[src/rtl/rtc_pkg.sv]
// shared constants and types for the rf transmit control block
package rtc_pkg;
	localparam int CLK_NS = 10;
	// half period of the internal carrier phase, in ns
	localparam int CAR_HALF_NS = 40;
	localparam int CAR_HALF_CYC = (CAR_HALF_NS + CLK_NS - 1) / CLK_NS;
	// one guard timer tick, in ns
	localparam int GUARD_TICK_NS = 590;
	localparam int GUARD_TICK_CYC = (GUARD_TICK_NS + CLK_NS - 1) / CLK_NS;
	// one unit of the measurement interval byte, in ns
	localparam int MEAS_UNIT_NS = 10000;
	localparam int MEAS_UNIT_CYC = MEAS_UNIT_NS / CLK_NS;
	localparam int DIV_W = 10;
	localparam logic [4:0] RES_TOP = 5'h1f;
	localparam logic [3:0] TAU_TOP = 4'hf;
	localparam logic signed [4:0] TRIM_MAX = 5'sh07;
	localparam int GEAR_N = 16;
	localparam logic [3:0] GEAR_LAST = 4'hf;
	localparam logic [4:0] RES_RST = 5'h00;

	typedef enum logic [2:0] {
		RTC_MODE_HIZ = 3'b000,
		RTC_MODE_LOW = 3'b001,
		RTC_MODE_HIGH = 3'b010,
		RTC_MODE_LSIDE = 3'b101,
		RTC_MODE_HSIDE = 3'b110,
		RTC_MODE_CW = 3'b111
	} rtc_clk_mode_e;

	// one wave shaping table entry, deltas are sign bit plus 3-bit magnitude
	typedef struct packed {
		logic [12:0] mask;
		logic [3:0] res_delta;
		logic [3:0] rise_delta;
		logic [3:0] fall_delta;
	} rtc_lut_s;
endpackage

[src/rtl/rtc_tx_ctrl.sv]
// transmit control: clock modes, residual carrier loop, guard timer, power gearing
`timescale 1ns/1ps
// What this block does
// - mode 111 gives continuous carrier, residual sets depth
// - closed loop keeps modulation degree constant
// - 5-bit residual code, higher means deeper
// - no transmit before guard timer expires
// - go set early means send at expiry
// - late go with grid sync waits grid
// - guard timer starts at reception end, except as below
// - no guard start on noise or multi-receive
// - optional guard start at field switch-on
// - transmit only on go flag or command
// - guard setup zero disables the guard timer
// - excursion pattern uses its own clock mode
// - overshoot pattern uses its own residual level
// - periodic gain measurement at configured interval
// - threshold crossing selects another supply gear
// - up to fifteen configured power gears
// - table adjusts wave shaping per gear, protocol
// - modes 000/001/010 give hi-z, low, high
module rtc_tx_ctrl (
	// clock and reset
	input wire logic clk_sys,
	input wire logic rst_b,
	// transmitter mode and shaping
	input wire logic [2:0] tx_clock_mode_field,
	input wire logic [4:0] residual_carrier_setting,
	input wire logic [3:0] tau_rise_setting,
	input wire logic [3:0] tau_fall_setting,
	input wire logic envelope,
	// excursion prevention
	input wire logic [7:0] over_excursion_setup,
	input wire logic [7:0] under_excursion_setup,
	input wire logic [2:0] excursion_clock_mode,
	input wire logic [4:0] excursion_residual_level,
	// modulation degree feedback
	input wire logic meas_residual_valid,
	input wire logic [4:0] meas_residual,
	// guard timer and transmit start
	input wire logic [7:0] guard_time_setup,
	input wire logic guard_on_field_start_en,
	input wire logic bit_grid_sync_en,
	input wire logic multi_receive_en,
	input wire logic transmit_go_flag,
	input wire logic transmit_payload_cmd,
	input wire logic rx_end,
	input wire logic field_noise_event,
	input wire logic rf_field_on,
	input wire logic bit_grid_tick,
	input wire logic tx_done,
	// power gearing
	input wire logic [7:0] measure_interval_byte,
	input wire logic [9:0] agc_value,
	input wire logic [9:0] agc_max,
	input wire logic [9:0] agc_min,
	input wire logic [3:0] gear_count,
	input wire logic [12:0] protocol_sel,
	input wire logic lut_wr_en,
	input wire logic [3:0] lut_wr_addr,
	input wire rtc_pkg::rtc_lut_s lut_wr_data,
	// transmitter outputs
	output logic tx1_out_q,
	output logic tx1_oe_q,
	output logic tx2_out_q,
	output logic tx2_oe_q,
	output logic [4:0] residual_drive_q,
	output logic [3:0] tau_rise_q,
	output logic [3:0] tau_fall_q,
	// status
	output logic tx_start_q,
	output logic tx_active_q,
	output logic guard_run_q,
	output logic [3:0] gear_q,
	output logic agc_sample_q
);
	function automatic logic signed [7:0] sm_val(input logic [3:0] d);
		sm_val = d[3] ? -$signed({5'h00, d[2:0]}) : $signed({5'h00, d[2:0]});
	endfunction

	function automatic logic [4:0] sat_code(input logic signed [7:0] v, input logic [4:0] top);
		if (v < 0) begin
			sat_code = 5'h00;
		end else if (v > $signed({3'h0, top})) begin
			sat_code = top;
		end else begin
			sat_code = v[4:0];
		end
	endfunction

	// carrier phase and tick dividers
	localparam int DIV_W = rtc_pkg::DIV_W;
	logic [DIV_W-1:0] car_div_q, g_div_q, m_div_q;
	logic carrier_q;
	wire car_tick = car_div_q == DIV_W'(rtc_pkg::CAR_HALF_CYC - 1);
	wire g_tick = g_div_q == DIV_W'(rtc_pkg::GUARD_TICK_CYC - 1);
	wire m_unit = m_div_q == DIV_W'(rtc_pkg::MEAS_UNIT_CYC - 1);
	always_ff @(posedge clk_sys) begin
		if (!rst_b) begin
			car_div_q <= '0;
			g_div_q <= '0;
			m_div_q <= '0;
			carrier_q <= 1'b0;
		end else begin
			car_div_q <= car_tick ? '0 : car_div_q + 1'b1;
			g_div_q <= g_tick ? '0 : g_div_q + 1'b1;
			m_div_q <= m_unit ? '0 : m_div_q + 1'b1;
			carrier_q <= carrier_q ^ car_tick;
		end
	end

	// excursion prevention: undershoot after pause start, overshoot after pause end
	logic env_q;
	logic [7:0] over_cnt_q, under_cnt_q;
	wire over_on = over_cnt_q != 8'h00;
	wire excur_on = over_on || under_cnt_q != 8'h00;
	always_ff @(posedge clk_sys) begin
		if (!rst_b) begin
			env_q <= 1'b1;
			over_cnt_q <= 8'h00;
			under_cnt_q <= 8'h00;
		end else begin
			env_q <= envelope;
			if (envelope && !env_q) begin
				over_cnt_q <= over_excursion_setup;
			end else if (over_on && car_tick) begin
				over_cnt_q <= over_cnt_q - 1'b1;
			end
			if (!envelope && env_q) begin
				under_cnt_q <= under_excursion_setup;
			end else if (under_cnt_q != 8'h00 && car_tick) begin
				under_cnt_q <= under_cnt_q - 1'b1;
			end
		end
	end

	// output stage decode; outside a pause and the excursion windows the carrier runs push-pull
	wire [2:0] mode_sel = excur_on ? excursion_clock_mode : tx_clock_mode_field;
	wire apply_mode = !envelope || excur_on;
	logic o1_d, e1_d, o2_d, e2_d;
	always_comb begin
		o1_d = carrier_q;
		o2_d = !carrier_q;
		e1_d = 1'b1;
		e2_d = 1'b1;
		if (apply_mode) begin
			case (rtc_pkg::rtc_clk_mode_e'(mode_sel))
				rtc_pkg::RTC_MODE_CW: begin
					o1_d = carrier_q;
				end
				rtc_pkg::RTC_MODE_LOW: begin
					o1_d = 1'b0;
					o2_d = 1'b0;
				end
				rtc_pkg::RTC_MODE_HIGH: begin
					o1_d = 1'b1;
					o2_d = 1'b1;
				end
				rtc_pkg::RTC_MODE_HSIDE: begin
					o1_d = 1'b1;
					o2_d = 1'b1;
					e1_d = carrier_q;
					e2_d = !carrier_q;
				end
				rtc_pkg::RTC_MODE_LSIDE: begin
					o1_d = 1'b0;
					o2_d = 1'b0;
					e1_d = !carrier_q;
					e2_d = carrier_q;
				end
				default: begin
					e1_d = 1'b0;
					e2_d = 1'b0;
				end
			endcase
		end
	end

	// power gearing and wave shaping table
	logic [7:0] iv_q;
	logic [3:0] top_gear;
	rtc_pkg::rtc_lut_s lut_q;
	assign top_gear = gear_count == 4'h0 ? 4'h0 : gear_count - 1'b1;
	wire meas_tick = m_unit && (iv_q + 1'b1 >= measure_interval_byte);
	wire gear_up = meas_tick && agc_value > agc_max && gear_q < top_gear;
	wire gear_dn = meas_tick && agc_value < agc_min && gear_q != 4'h0;
	wire awc_use = |(lut_q.mask & protocol_sel);
	always_ff @(posedge clk_sys) begin
		if (!rst_b) begin
			iv_q <= 8'h00;
			gear_q <= 4'h0;
			agc_sample_q <= 1'b0;
		end else begin
			if (m_unit) begin
				iv_q <= meas_tick ? 8'h00 : iv_q + 1'b1;
			end
			agc_sample_q <= meas_tick;
			if (gear_q > top_gear) begin
				gear_q <= top_gear;
			end else if (gear_up) begin
				gear_q <= gear_q + 1'b1;
			end else if (gear_dn) begin
				gear_q <= gear_q - 1'b1;
			end
		end
	end

	rtc_lut_mem u_lut (
		.clk_sys(clk_sys),
		.wr_en(lut_wr_en),
		.wr_addr(lut_wr_addr),
		.wr_data(lut_wr_data),
		.rd_addr(gear_q),
		.rd_data_q(lut_q)
	);

	// residual carrier loop: trim nudges the code until feedback matches target
	logic signed [4:0] trim_q;
	wire [4:0] res_target = over_on ? excursion_residual_level : residual_carrier_setting;
	wire signed [7:0] res_awc = awc_use ? sm_val(lut_q.res_delta) : 8'sh00;
	wire signed [7:0] res_sum = $signed({3'h0, res_target}) + 8'(trim_q) + res_awc;
	wire signed [7:0] rise_sum = $signed({4'h0, tau_rise_setting}) + (awc_use ? sm_val(lut_q.rise_delta) : 8'sh00);
	wire signed [7:0] fall_sum = $signed({4'h0, tau_fall_setting}) + (awc_use ? sm_val(lut_q.fall_delta) : 8'sh00);
	wire trim_inc = meas_residual_valid && !excur_on && meas_residual < res_target && trim_q < rtc_pkg::TRIM_MAX;
	wire trim_dec = meas_residual_valid && !excur_on && meas_residual > res_target && trim_q > -rtc_pkg::TRIM_MAX;
	always_ff @(posedge clk_sys) begin
		if (!rst_b) begin
			trim_q <= 5'sh00;
			residual_drive_q <= rtc_pkg::RES_RST;
			tau_rise_q <= 4'h0;
			tau_fall_q <= 4'h0;
			{tx1_out_q, tx1_oe_q, tx2_out_q, tx2_oe_q} <= 4'h0;
		end else begin
			if (trim_inc) begin
				trim_q <= trim_q + 5'sh01;
			end else if (trim_dec) begin
				trim_q <= trim_q - 5'sh01;
			end
			residual_drive_q <= sat_code(res_sum, rtc_pkg::RES_TOP);
			tau_rise_q <= 4'(sat_code(rise_sum, {1'b0, rtc_pkg::TAU_TOP}));
			tau_fall_q <= 4'(sat_code(fall_sum, {1'b0, rtc_pkg::TAU_TOP}));
			{tx1_out_q, tx1_oe_q, tx2_out_q, tx2_oe_q} <= {o1_d, e1_d, o2_d, e2_d};
		end
	end

	// guard timer and transmit start
	logic [7:0] guard_cnt_q;
	logic go_q, go_flag_q, late_q;
	wire guard_start = (rx_end && !field_noise_event && !multi_receive_en)
		|| (rf_field_on && guard_on_field_start_en);
	wire guard_exp = guard_run_q && g_tick && guard_cnt_q == 8'h01;
	wire go_set = transmit_payload_cmd || (transmit_go_flag && !go_flag_q);
	wire grid_ok = !late_q || !bit_grid_sync_en || bit_grid_tick;
	wire start_ok = go_q && !tx_active_q && (!guard_run_q || guard_exp) && grid_ok;
	always_ff @(posedge clk_sys) begin
		if (!rst_b) begin
			guard_run_q <= 1'b0;
			guard_cnt_q <= 8'h00;
			go_q <= 1'b0;
			go_flag_q <= 1'b0;
			late_q <= 1'b0;
			tx_start_q <= 1'b0;
			tx_active_q <= 1'b0;
		end else begin
			go_flag_q <= transmit_go_flag;
			if (guard_start) begin
				guard_run_q <= guard_time_setup != 8'h00;
				guard_cnt_q <= guard_time_setup;
			end else if (guard_exp) begin
				guard_run_q <= 1'b0;
			end else if (guard_run_q && g_tick) begin
				guard_cnt_q <= guard_cnt_q - 1'b1;
			end
			if (guard_start || start_ok) begin
				late_q <= 1'b0;
			end else if (guard_exp && !go_q) begin
				late_q <= 1'b1;
			end
			go_q <= go_set || (go_q && !start_ok);
			tx_start_q <= start_ok;
			tx_active_q <= start_ok || (tx_active_q && !tx_done);
		end
	end
endmodule // rtc_tx_ctrl

[src/rtl/rtc_lut_mem.sv]
// per-gear wave shaping table with registered read data
`timescale 1ns/1ps
module rtc_lut_mem (
	// clock
	input wire logic clk_sys,
	// write port
	input wire logic wr_en,
	input wire logic [3:0] wr_addr,
	input wire rtc_pkg::rtc_lut_s wr_data,
	// read port
	input wire logic [3:0] rd_addr,
	output rtc_pkg::rtc_lut_s rd_data_q
);
	rtc_pkg::rtc_lut_s mem_q [rtc_pkg::GEAR_N];

	// contents come from the loader, so no reset on the array
	always_ff @(posedge clk_sys) begin
		if (wr_en) begin
			mem_q[wr_addr] <= wr_data;
		end
		rd_data_q <= mem_q[rd_addr];
	end
endmodule // rtc_lut_mem

[config.mk]
export PLATFORM = sky130hd
export DESIGN_NAME = rtc_tx_ctrl
export DESIGN_NICKNAME = d
export VERILOG_FILES = /design/src/rtl/rtc_pkg.sv /design/src/rtl/rtc_tx_ctrl.sv /design/src/rtl/rtc_lut_mem.sv
export SDC_FILE = /design/constraint.sdc
export NUM_CORES = 1
export LEC_CHECK = 0
export ABC_CLOCK_PERIOD_IN_PS = 8300
export BUFFER_PORTS_ARGS = -buffer_cell sky130_fd_sc_hd__buf_4
export CORE_AREA = 2 2 197 199
export CTS_CLUSTER_SIZE = 25
export DETAILED_ROUTE_END_ITERATION = 10
export DIE_AREA = 0 0 199 201
export HOLD_SLACK_MARGIN = 0.12
export PLACE_DENSITY = 0.79
export SLEW_MARGIN = 20
export SYNTH_ARGS = -nofsm -noshare
export SYNTH_HDL_FRONTEND = slang
export SYNTH_SLANG_ARGS = --single-unit
[constraint.sdc]
create_clock -name clk_sys -period 8.3 [get_ports clk_sys]
set_input_delay 2.075 -clock clk_sys [delete_from_list [all_inputs] [get_ports clk_sys]]
set_output_delay 2.075 -clock clk_sys [all_outputs]
set_load 0.02 [all_outputs]
---- Word level (Yosys, flattened, before mapping) ----
Memories as Yosys holds them, arrays and structs flattened. A register that Yosys moved wholly into a read port is not among the register bits.
Index checks and enable logic that the tools add are counted.
cells by class
  eq/ne operators ......................... 10
  $add $sub $neg .......................... 19
  reductions and logical operators ........ 73
  muxes and demuxes ....................... 37
  bitwise operators ....................... 3
  order comparisons ....................... 15
operators with widths
  kind                                                            number
  two-way mux 8 bit                                               14
  adder 10 x 1 -> 10 bit (second input constant)                  3
  logical AND 1 bit                                               26
  < comparator 8 x 1 -> 1 bit (second input constant)             3
  two-way mux 4 bit                                               6
  negation 3 -> 8 bit                                             3
  nonzero test 8 bit                                              3
  subtractor 8 x 1 -> 8 bit (second input constant)               3
  two-way mux 5 bit                                               4
  OR reduction 2 bit                                              9
  adder 5 x 8 -> 8 bit                                            2
  greater-than comparator 8 x 5 -> 1 bit (second input constant)  2
  logical NOT 1 bit                                               14
  AND 13 bit                                                      1
  OR reduction 13 bit                                             1
  equality test 10 bit (second input constant)                    1
  equality test 10 x 2 -> 1 bit (second input constant)           1
  equality test 10 x 6 -> 1 bit (second input constant)           1
  greater-than comparator 10 bit                                  1
  logical OR 1 bit                                                10
  < comparator 10 bit                                             1
  nonzero test 2 bit                                              5
  equality test 3 bit (second input constant)                     3
  adder 7 x 8 -> 8 bit                                            1
  other kinds (29)                                                39
storage, ports and cells
  logic and storage cells ................. 183
  memories ................................ 1
  bits in registers ....................... 97
  input port bits ......................... 152
  memory bits (writable) .................. 400
memory list
  name         words  width  rd ports  clocked after Yosys merged registers in  wr ports  RTL line           RTL
  u_lut.mem_q  16     25     1         1                                        1         rtc_lut_mem.sv:14  rtc_pkg::rtc_lut_s mem_q [rtc_pkg::GEAR_N];

---- Depth between registers and ports, before layout ----
Gate-level depths: netlist of run 1.
  depth in word-level cells ............... 9
  gate-level depth with buffers ........... 19

---- Modules after synthesis ----
Synthesis of run 1 repeated with hierarchy kept, for this count alone.
second synthesis, totals
  cells, all modules ...................... 1,427
  area, all modules ....................... 22,063.7 sq um
modules (own cells, without submodules)
  module       times used  seq. area each (sq um)  cells each  area an instance (sq um)
  rtc_lut_mem  1           12,512.0                660         15,551.2
  rtc_tx_ctrl  1           1,941.9                 767         6,512.5

---- Worst setup path before layout of run 1 ----
OpenSTA, ideal clock, no wires.
  path kind ............................... input -> register
  from .................................... input protocol_sel[5]
  to ...................................... register residual_drive_q[0]
  buffers on the path ..................... 1
  cell stages on the path ................. 15
  slack ................................... 2,597 ps
  arrival ................................. 5,574 ps
  path through ............................ a222oi_1 nand3_1 a2111oi_0 clkbuf_1 nor2_1 fa_1 ha_1 fa_1 a21o_1 and2_1 nor2_1 a21oi_1 o31a_1 o22ai_1 a21oi_1
between the ends
  longest elaborated chain between the ends .. 6
RTL lines
  what                                                                                          RTL line                              RTL
  start, declared                                                                               rtc_tx_ctrl.sv:58                     input wire logic [12:0] protocol_sel,
  AND 13 bit *                                                                                  rtc_tx_ctrl.sv:187                    wire awc_use = |(lut_q.mask & protocol_sel);
  OR reduction 13 bit *                                                                         rtc_tx_ctrl.sv:187
  two-way mux 8 bit *                                                                           rtc_tx_ctrl.sv:220                    wire signed [7:0] res_awc = awc_use ? sm_val(lut_q.res_delta) : 8'sh00;
  adder 7 x 8 -> 8 bit *                                                                        rtc_tx_ctrl.sv:221                    wire signed [7:0] res_sum = $signed({3'h0, res_target}) + 8'(trim_q) + res_awc;
  greater-than comparator 8 x 6 -> 1 bit / < comparator 8 x 1 -> 1 bit (equally long branches)  rtc_tx_ctrl.sv:84, rtc_tx_ctrl.sv:82
  two-way mux 5 bit / OR reduction 2 bit (equally long branches)                                n/a
  end signal, assigned                                                                          rtc_tx_ctrl.sv:229                    residual_drive_q <= rtc_pkg::RES_RST;
  end signal, assigned                                                                          rtc_tx_ctrl.sv:239                    residual_drive_q <= sat_code(res_sum, rtc_pkg::RES_TOP);
  end, declared                                                                                 rtc_tx_ctrl.sv:67                     output logic [4:0] residual_drive_q,
Mark *: on every way between the ends. The rest lies on a longest branch, timed or not.
A chain may end at the register's enable or synchronous reset.

---- Final worst setup path of run 1 ----
  from .................................... input protocol_sel[5]
  to ...................................... register residual_drive_q[4]
Same word-level chain as after synthesis.

==> impl_metrics.env, run 1 <==
export IMPL_tightest_slew_ps=880
export IMPL_dpl_hpwl_um=29500
export IMPL_syn_area_per_cell_um2=14.0
export IMPL_antenna_left=0
export IMPL_irDropWorstVdd_v=0.000210
export IMPL_grtUsageTotal=0.257
export IMPL_vias_per_cell=5.92
export IMPL_cts_tree="done"
export IMPL_clockBufferDepth=3
export IMPL_first_global_vias=14500
export IMPL_setup_viol=0
export IMPL_io_buffers=176
export IMPL_power_mw=7.15
export IMPL_path_clk_slew_ps=60
export IMPL_clkLatencyLatePin_ps=600
export IMPL_core_mm2=0.0381
export IMPL_seq_area_mm2=0.0145
export IMPL_pre_cts_slack_ps=2310
export IMPL_required_ps=8770
export IMPL_place_area_mm2=0.0246
export IMPL_whs_ps=455
export IMPL_ys_top_cells_by_count="400 x edfxtp_1, 142 x nor2_1, 122 x dfxtp_1, 122 x mux2i_1, 103 x nand2_1"
export IMPL_crit_type="in -> reg"
export IMPL_yosys_area_top_type_share=0.533
export IMPL_syn_instance_count=1615
export IMPL_placedCellCount=2278
export IMPL_layout_setup_ws_ps=2930
export IMPL_post_cts_setup_buffers=0
export IMPL_max_freq_mhz=186
export IMPL_rows=72
export IMPL_synth_area_mm2=0.0226
export IMPL_rsz0062_at_grt="false"
export IMPL_cellPowerDensity_mw_per_mm2=272
export IMPL_antenna_found_initial=1
export IMPL_period_minus_slack_ps=5370
export IMPL_numCtsBuffers=51
export IMPL_seq_area_frac_synth=0.641
export IMPL_crit_buf_inv=2
export IMPL_final_util=0.690
export IMPL_synth_edf_count=400
export IMPL_tns_ps=0
export IMPL_fillers=2587
export IMPL_h_tree_depth=2
export IMPL_grt_pass1_wl_um=78200
export IMPL_path_delay_family="compound AO/OA/AOI/OAI gates"
export IMPL_slew_violations=0
export IMPL_async_flop_share=0
export IMPL_hold_buffers=0
export IMPL_status="complete, no violations"
export IMPL_layout_drive_gt1_share=0.203
export IMPL_fp_dieW_um=199
export IMPL_cts_root_buf="clkbuf_16"
export IMPL_wl_um=50700
export IMPL_critPathMaxStageDelay_ps=450
export IMPL_synth_seq_cells=522
export IMPL_cts_sinks=522
export IMPL_fin_skew_ps=19.5
export IMPL_fin_cells=2373
export IMPL_crit_arrival_ps=5840
export IMPL_cap_violations=0
export IMPL_netlist_top_cells_area="edfxtp_1 53%, dfxtp_1 11%, mux2i_1 5.4%, mux4_2 5.0%, ha_1 4.3%"
export IMPL_cts_resized=0
export IMPL_yosys_area_top_type="edfxtp_1"
export IMPL_syn_to_final_growth_pct=16.5
export IMPL_routabilityCongestion=0.813
export IMPL_start_util=0.592
export IMPL_dieArea_mm2=0.0400
export IMPL_setup_worst_path_start_class="input pin"
export IMPL_cp_max_fo=12
export IMPL_grt_remaining_overflow=0
export IMPL_num_vias=14000
export IMPL_cp_cell_sequence="buf_4, a222oi_1, nand3_1, a2111oi_2, buf_4, nor2_1, fa_1, ha_1, fa_1, a21o_1, and2_1, nor2_1, a21oi_1, o31a_1, o22ai_1, a21oi_1"
export IMPL_hp_class="reg -> reg"
export IMPL_synth_most_common_cell="edfxtp_1"
export IMPL_synth_distinct_cells=72
export IMPL_routedWlPerCell_um=21.4
export IMPL_synth_warnings=0
export IMPL_fin_crit_sh=0.647
export IMPL_drtPass1Iterations=5
export IMPL_drt_iter0_markers=1078
export IMPL_drc=0
export IMPL_syn_nets=1854
export IMPL_synthFlopType="edfxtp_1"
export IMPL_nNetsFinal=2052
export IMPL_grt_max_degree=57
export IMPL_fp_dieH_um=201
export IMPL_hold_violations=0
export IMPL_multiInputGateArea_mm2=0.00768
export IMPL_final_cell_area_mm2=0.0263
export IMPL_slew_headroom=0.413
export IMPL_crit_slowest_cell="fa_1"
export IMPL_pin_count=177
export IMPL_end_kind="flip-flop"
export IMPL_p_leak_nw=9.52
-- cells by family after synthesis --
| group | Yosys count | synth area share |
|---|---|---|
| AO/OA/AOI/OAI | 249 | 0.0716 |
| AND/OR/NAND/NOR | 391 | 0.0833 |
| buffers and inverters | 127 | 0.0214 |
| multiplexers | 177 | 0.107 |
| flip-flops | 522 | 0.641 |
| XOR/XNOR | 62 | 0.0241 |
| adder cells (fa/ha/maj) | 87 | 0.0516 |
-- flip-flops by register name, indices dropped and copies added, names as in the netlist, 4 cells and up --
| name | flops |
|---|---|
| tau_fall_q | 4 |
| gear_q | 4 |
| over_cnt_q | 8 |
| under_cnt_q | 8 |
| m_div_q | 10 |
| car_div_q | 10 |
| iv_q | 8 |
| tau_rise_q | 4 |
| u_lut.mem_q | 400 |
| guard_cnt_q | 8 |
| residual_drive_q | 5 |
| g_div_q | 10 |
| trim_q | 5 |
| u_lut.rd_data_q | 25 |
-- final timing paths --
path,startpoint,to,slack (ps),cells past startpoint
worst max-delay path,protocol_sel[5],residual_drive_q[4],2930,16
worst min-delay path,g_div_q[0],g_div_q[0],460,1
worst max register to register,over_cnt_q[2],trim_q[4],3760,18
worst min register to register,g_div_q[0],g_div_q[0],460,1
-- layout make-up --
| class | count | share of cell area |
|---|---|---|
| sequential | 522 | 0.550 |
| multi-input combinational | 966 | 0.292 |
| timing repair buffer | 206 | 0.0589 |
| clock buffer | 66 | 0.0534 |
| tap | 518 | 0.0247 |
| clock inverter | 27 | 0.0107 |
| inverter | 66 | 0.00943 |
| antenna | 2 | 0.000190 |
-- power by group --
group          internal (mW)  switching [mW]  leakage, nW
combinational          0.751            1.02         4.08
sequential              2.97           0.102         4.62
clock                   1.32           0.982        0.817
-- worst register-to-register path, stage by stage (launching register included) --
cell	delay, ps
dfxtp_1	350
or4_4	570
nor4b_4	250
buf_4	240
mux2_2	400
inv_1	60
ha_1	220
nor2b_1	130
o21a_1	160
o21a_1	150
o21ai_0	180
nand3b_1	270
fa_1	490
a21o_1	180
a21oi_1	220
nand2_1	100
nor2_1	110
mux2i_1	80
a32o_1	270
-- placed cells by master (no fill, tap or decap), types with 9 or more instances in the layout --
cell       instances
nor2_1           129
inv_1             66
a211oi_1          12
nand2_1          103
edfxtp_1         400
ha_1              77
nor2_2            13
mux2i_1          122
clkinv_2          10
a21oi_1           80
o21ai_0           50
nor3_1            14
buf_4            206
nand2b_1          12
clkbuf_1           9
xnor2_1           26
fa_1              10
xor2_1            36
a22oi_1           31
clkbuf_16         52
and3_1            13
a221oi_1          27
nand3_1           26
nand4_1            9
mux4_2            50
dfxtp_1          119
a21o_1            16
-- per-layer routing --
layer,vias to the layer above,part of all wire,track usage
met3,102,0.067,0.0391
met2,547,0.50,0.444
met5,-,0,0
li1,6479,-,-
met4,0,0.030,0.0938
met1,6913,0.40,0.330
Note: power is estimated with default switching activity, not from simulation.
==> inputs of run 2 (changes only) <==
ABC_AREA = 1   (was unset)
ABC_CLOCK_PERIOD_IN_PS = 5350   (was 8300)
CORE_AREA = 2 2 199 201   (was 2 2 197 199)
DIE_AREA = 0 0 201 203   (was 0 0 199 201)
clock period = 5.35 ns   (was 8.3 ns; I/O delays follow)
==> run 2 against run 1 <==
Compared with the run above:
- synthesized cell count up 34%
- core utilization is 0.15 points higher
- via count up 19%
- power grew 65%
- non-clock buffer count fell by 3
- largest power group unchanged
==> impl_metrics.env, run 2 <==
export IMPL_status="complete, no violations"
export IMPL_power_switching_mw=3.81
export IMPL_routedWlPerCell_um=19.3
export IMPL_grt_remaining_overflow=0
export IMPL_num_vias=16700
export IMPL_wl_um=55700
export IMPL_io_buffers=176
export IMPL_ys_top_cells_by_count="411 x nand2_1, 400 x edfxtp_1, 234 x nor2_1"
export IMPL_cts_root_buf="clkbuf_16"
export IMPL_antenna_left=0
export IMPL_antenna_cells=0
export IMPL_crit_type="in -> reg"
export IMPL_syn_to_final_growth_pct=15.9
export IMPL_dieArea_mm2=0.0408
export IMPL_r2r_cells=16
export IMPL_cts_sinks=522
export IMPL_p_leak_nw=10.3
export IMPL_regMostFlops="u_lut.mem_q"
export IMPL_numCtsBuffers=51
export IMPL_dpl_hpwl_um=32400
export IMPL_syn_instance_count=2163
export IMPL_synth_fa_ha_area_frac=0.0507
export IMPL_vias_per_cell=5.78
export IMPL_grt_max_degree=105
export IMPL_drtPass1Iterations=6
export IMPL_clockBufferDepth=3
export IMPL_period_minus_slack_ps=4240
export IMPL_end_kind="flip-flop"
export IMPL_switching_share=0.323
export IMPL_p_comb_frac=0.277
export IMPL_seqPwrFrac=0.407
export IMPL_routabilityCongestion=0.898
export IMPL_hold_violations=0
export IMPL_drc=0
export IMPL_seq_area_frac_synth=0.630
export IMPL_synth_distinct_cells=55
export IMPL_fp_dieW_um=201
export IMPL_synthFlopType="edfxtp_1"
export IMPL_nNetsFinal=2570
export IMPL_drt_iter0_markers=2080
export IMPL_rows=72
export IMPL_place_area_mm2=0.0248
export IMPL_syn_nets=2402
export IMPL_power_share_clock=0.317
export IMPL_netlist_top_cells_area="edfxtp_1 52%, dfxtp_1 11%, nand2_1 6.7%, ha_1 4.2%, nor2_1 3.8%"
export IMPL_cap_violations=0
export IMPL_synth_edf_count=400
export IMPL_fin_crit_sh=0.793
export IMPL_hold_buffers=0
export IMPL_mostFrequentLayoutCell="nand2_1"
export IMPL_synth_simple_gate_area_frac=0.169
export IMPL_slew_headroom=0.266
export IMPL_core_mm2=0.0385
export IMPL_synth_area_mm2=0.0229
export IMPL_fin_skew_ps=17.8
export IMPL_rsz0062_at_grt="false"
export IMPL_largest_reg_flops=400
export IMPL_path_clk_slew_ps=60
export IMPL_hp_class="reg -> reg"
export IMPL_slew_violations=0
export IMPL_syn_area_per_cell_um2=10.6
export IMPL_cts_tree="done"
export IMPL_min_path_cells=1
export IMPL_setup_worst_path_start_class="input pin"
export IMPL_crit_arrival_ps=4750
export IMPL_final_cell_area_mm2=0.0266
export IMPL_synth_compound_area_frac=0.0918
export IMPL_fp_dieH_um=203
export IMPL_setup_viol=0
export IMPL_grtUsageTotal=0.274
export IMPL_cts_resized=0
export IMPL_yosys_area_top_type="edfxtp_1"
export IMPL_post_cts_setup_buffers=0
export IMPL_synth_seq_cells=522
export IMPL_synth_xor_xnor_area_share=0.0126
export IMPL_start_util=0.596
export IMPL_irDropWorstVdd_v=0.000297
export IMPL_final_cell_mix="411 x nand2_1, 400 x edfxtp_1, 216 x nor2_1, 203 x buf_4, 170 x inv_1"
export IMPL_synth_top_family_by_area="simple AND/OR/NAND/NOR gates"
export IMPL_required_ps=5860
export IMPL_grt_pass1_wl_um=87300
export IMPL_cp_max_fo=10
export IMPL_first_global_vias=16500
export IMPL_h_tree_depth=2
export IMPL_top_regs="u_lut.mem_q: 400 flops, u_lut.rd_data_q: 25 flops"
export IMPL_tns_ps=0
export IMPL_pin_count=177
export IMPL_layout_drive_gt1_share=0.138
export IMPL_antenna_found_initial=1
export IMPL_clkLatencyLatePin_ps=590
export IMPL_synthMuxAreaShare=0.000873
export IMPL_yosys_area_top_type_share=0.524
export IMPL_p_int_mw=8.00
export IMPL_max_freq_mhz=236
export IMPL_cellPowerDensity_mw_per_mm2=444
export IMPL_synth_warnings=0
export IMPL_tightest_slew_ps=1100
export IMPL_fillers=2741
export IMPL_async_flop_share=0
export IMPL_synth_most_common_cell="nand2_1"
run 2: cell count changes in the layout (fill, tap and decap cells not counted), sizes merged, moves of 95 or more:
| cell | delta |
|---|---|
| nand3 | +121 |
| mux2i | -121 |
| nor2 | +95 |
| nand2 | +312 |
| o21ai | +112 |
| inv | +105 |
run 2: per-stage QoR:
step           std cells   util  total power [mW]  setup WS [ps]  hold slack (ps)
3_5_place_dp        2796  0.645              8.10            485              447
4_1_cts             2891  0.691              11.8           1090              460
3_3_place_gp        2796  0.645              7.96            663              429
2_1_floorplan       2163      -              7.07           1160              418
6_report            2891  0.691              11.8           1110              455
5_1_grt             2891  0.691              12.4            802              500
run 2: worst max-delay path: stages:
cell      delay (ps)
buf_4             80
nand2_1          170
nand3_1          150
nor3_1            60
nand4_1           70
buf_4            220
clkinv_1         260
a211oi_1         350
fa_1             520
fa_1             480
nand3_1           90
nand3_1          100
a21o_1           180
a21oi_1          150
xor2_1           190
nand2_1          140
a21oi_1          180
run 2: kinds of logic (layout without fill, tap and decap cells):
group / Yosys count / count (layout)
simple gates: 897 / 897
flops: 522 / 522
compound gates: 358 / 358
buf+inv: 264 / 474
fa+ha+maj: 87 / 87
xor+xnor: 33 / 33
mux: 2 / 2
run 2: area by class of cell:
cell class / instances / area, um2 / share of cell area
Multi-Input combinational cell: 1377 / 7520 / 0.283
Timing Repair Buffer: 203 / 1520 / 0.0573
Tap cell: 518 / 648 / 0.0244
Clock buffer: 65 / 1420 / 0.0535
Sequential cell: 522 / 14500 / 0.544
Clock inverter: 30 / 345 / 0.0130
Inverter: 176 / 663 / 0.0249
run 2: power groups by stage:
stage / Clock (mW) / Sequential (mW) / Combinational (mW)
2_1_floorplan: 0 / 4.87 / 2.20
3_3_place_gp: 0 / 4.88 / 3.08
3_5_place_dp: 0 / 4.88 / 3.21
4_1_cts: 3.78 / 4.80 / 3.25
5_1_grt: 3.94 / 4.83 / 3.66
6_report: 3.74 / 4.80 / 3.27
run 2: worst paths after layout:
check / start / endpoint / slack (ps)
max: protocol_sel[12] / residual_drive_q[3] / 1110
max reg2reg: u_lut.rd_data_q[24] / residual_drive_q[3] / 1620
min: car_div_q[0] / car_div_q[0] / 450
min reg2reg: car_div_q[0] / car_div_q[0] / 450
run 2: routing by layer:
| layer | GRT usage | part of all wire |
|---|---|---|
| met2 | 0.458 | 0.48 |
| met3 | 0.0432 | 0.086 |
| met1 | 0.359 | 0.40 |
| met5 | 0 | 0.00023 |
| met4 | 0.120 | 0.034 |
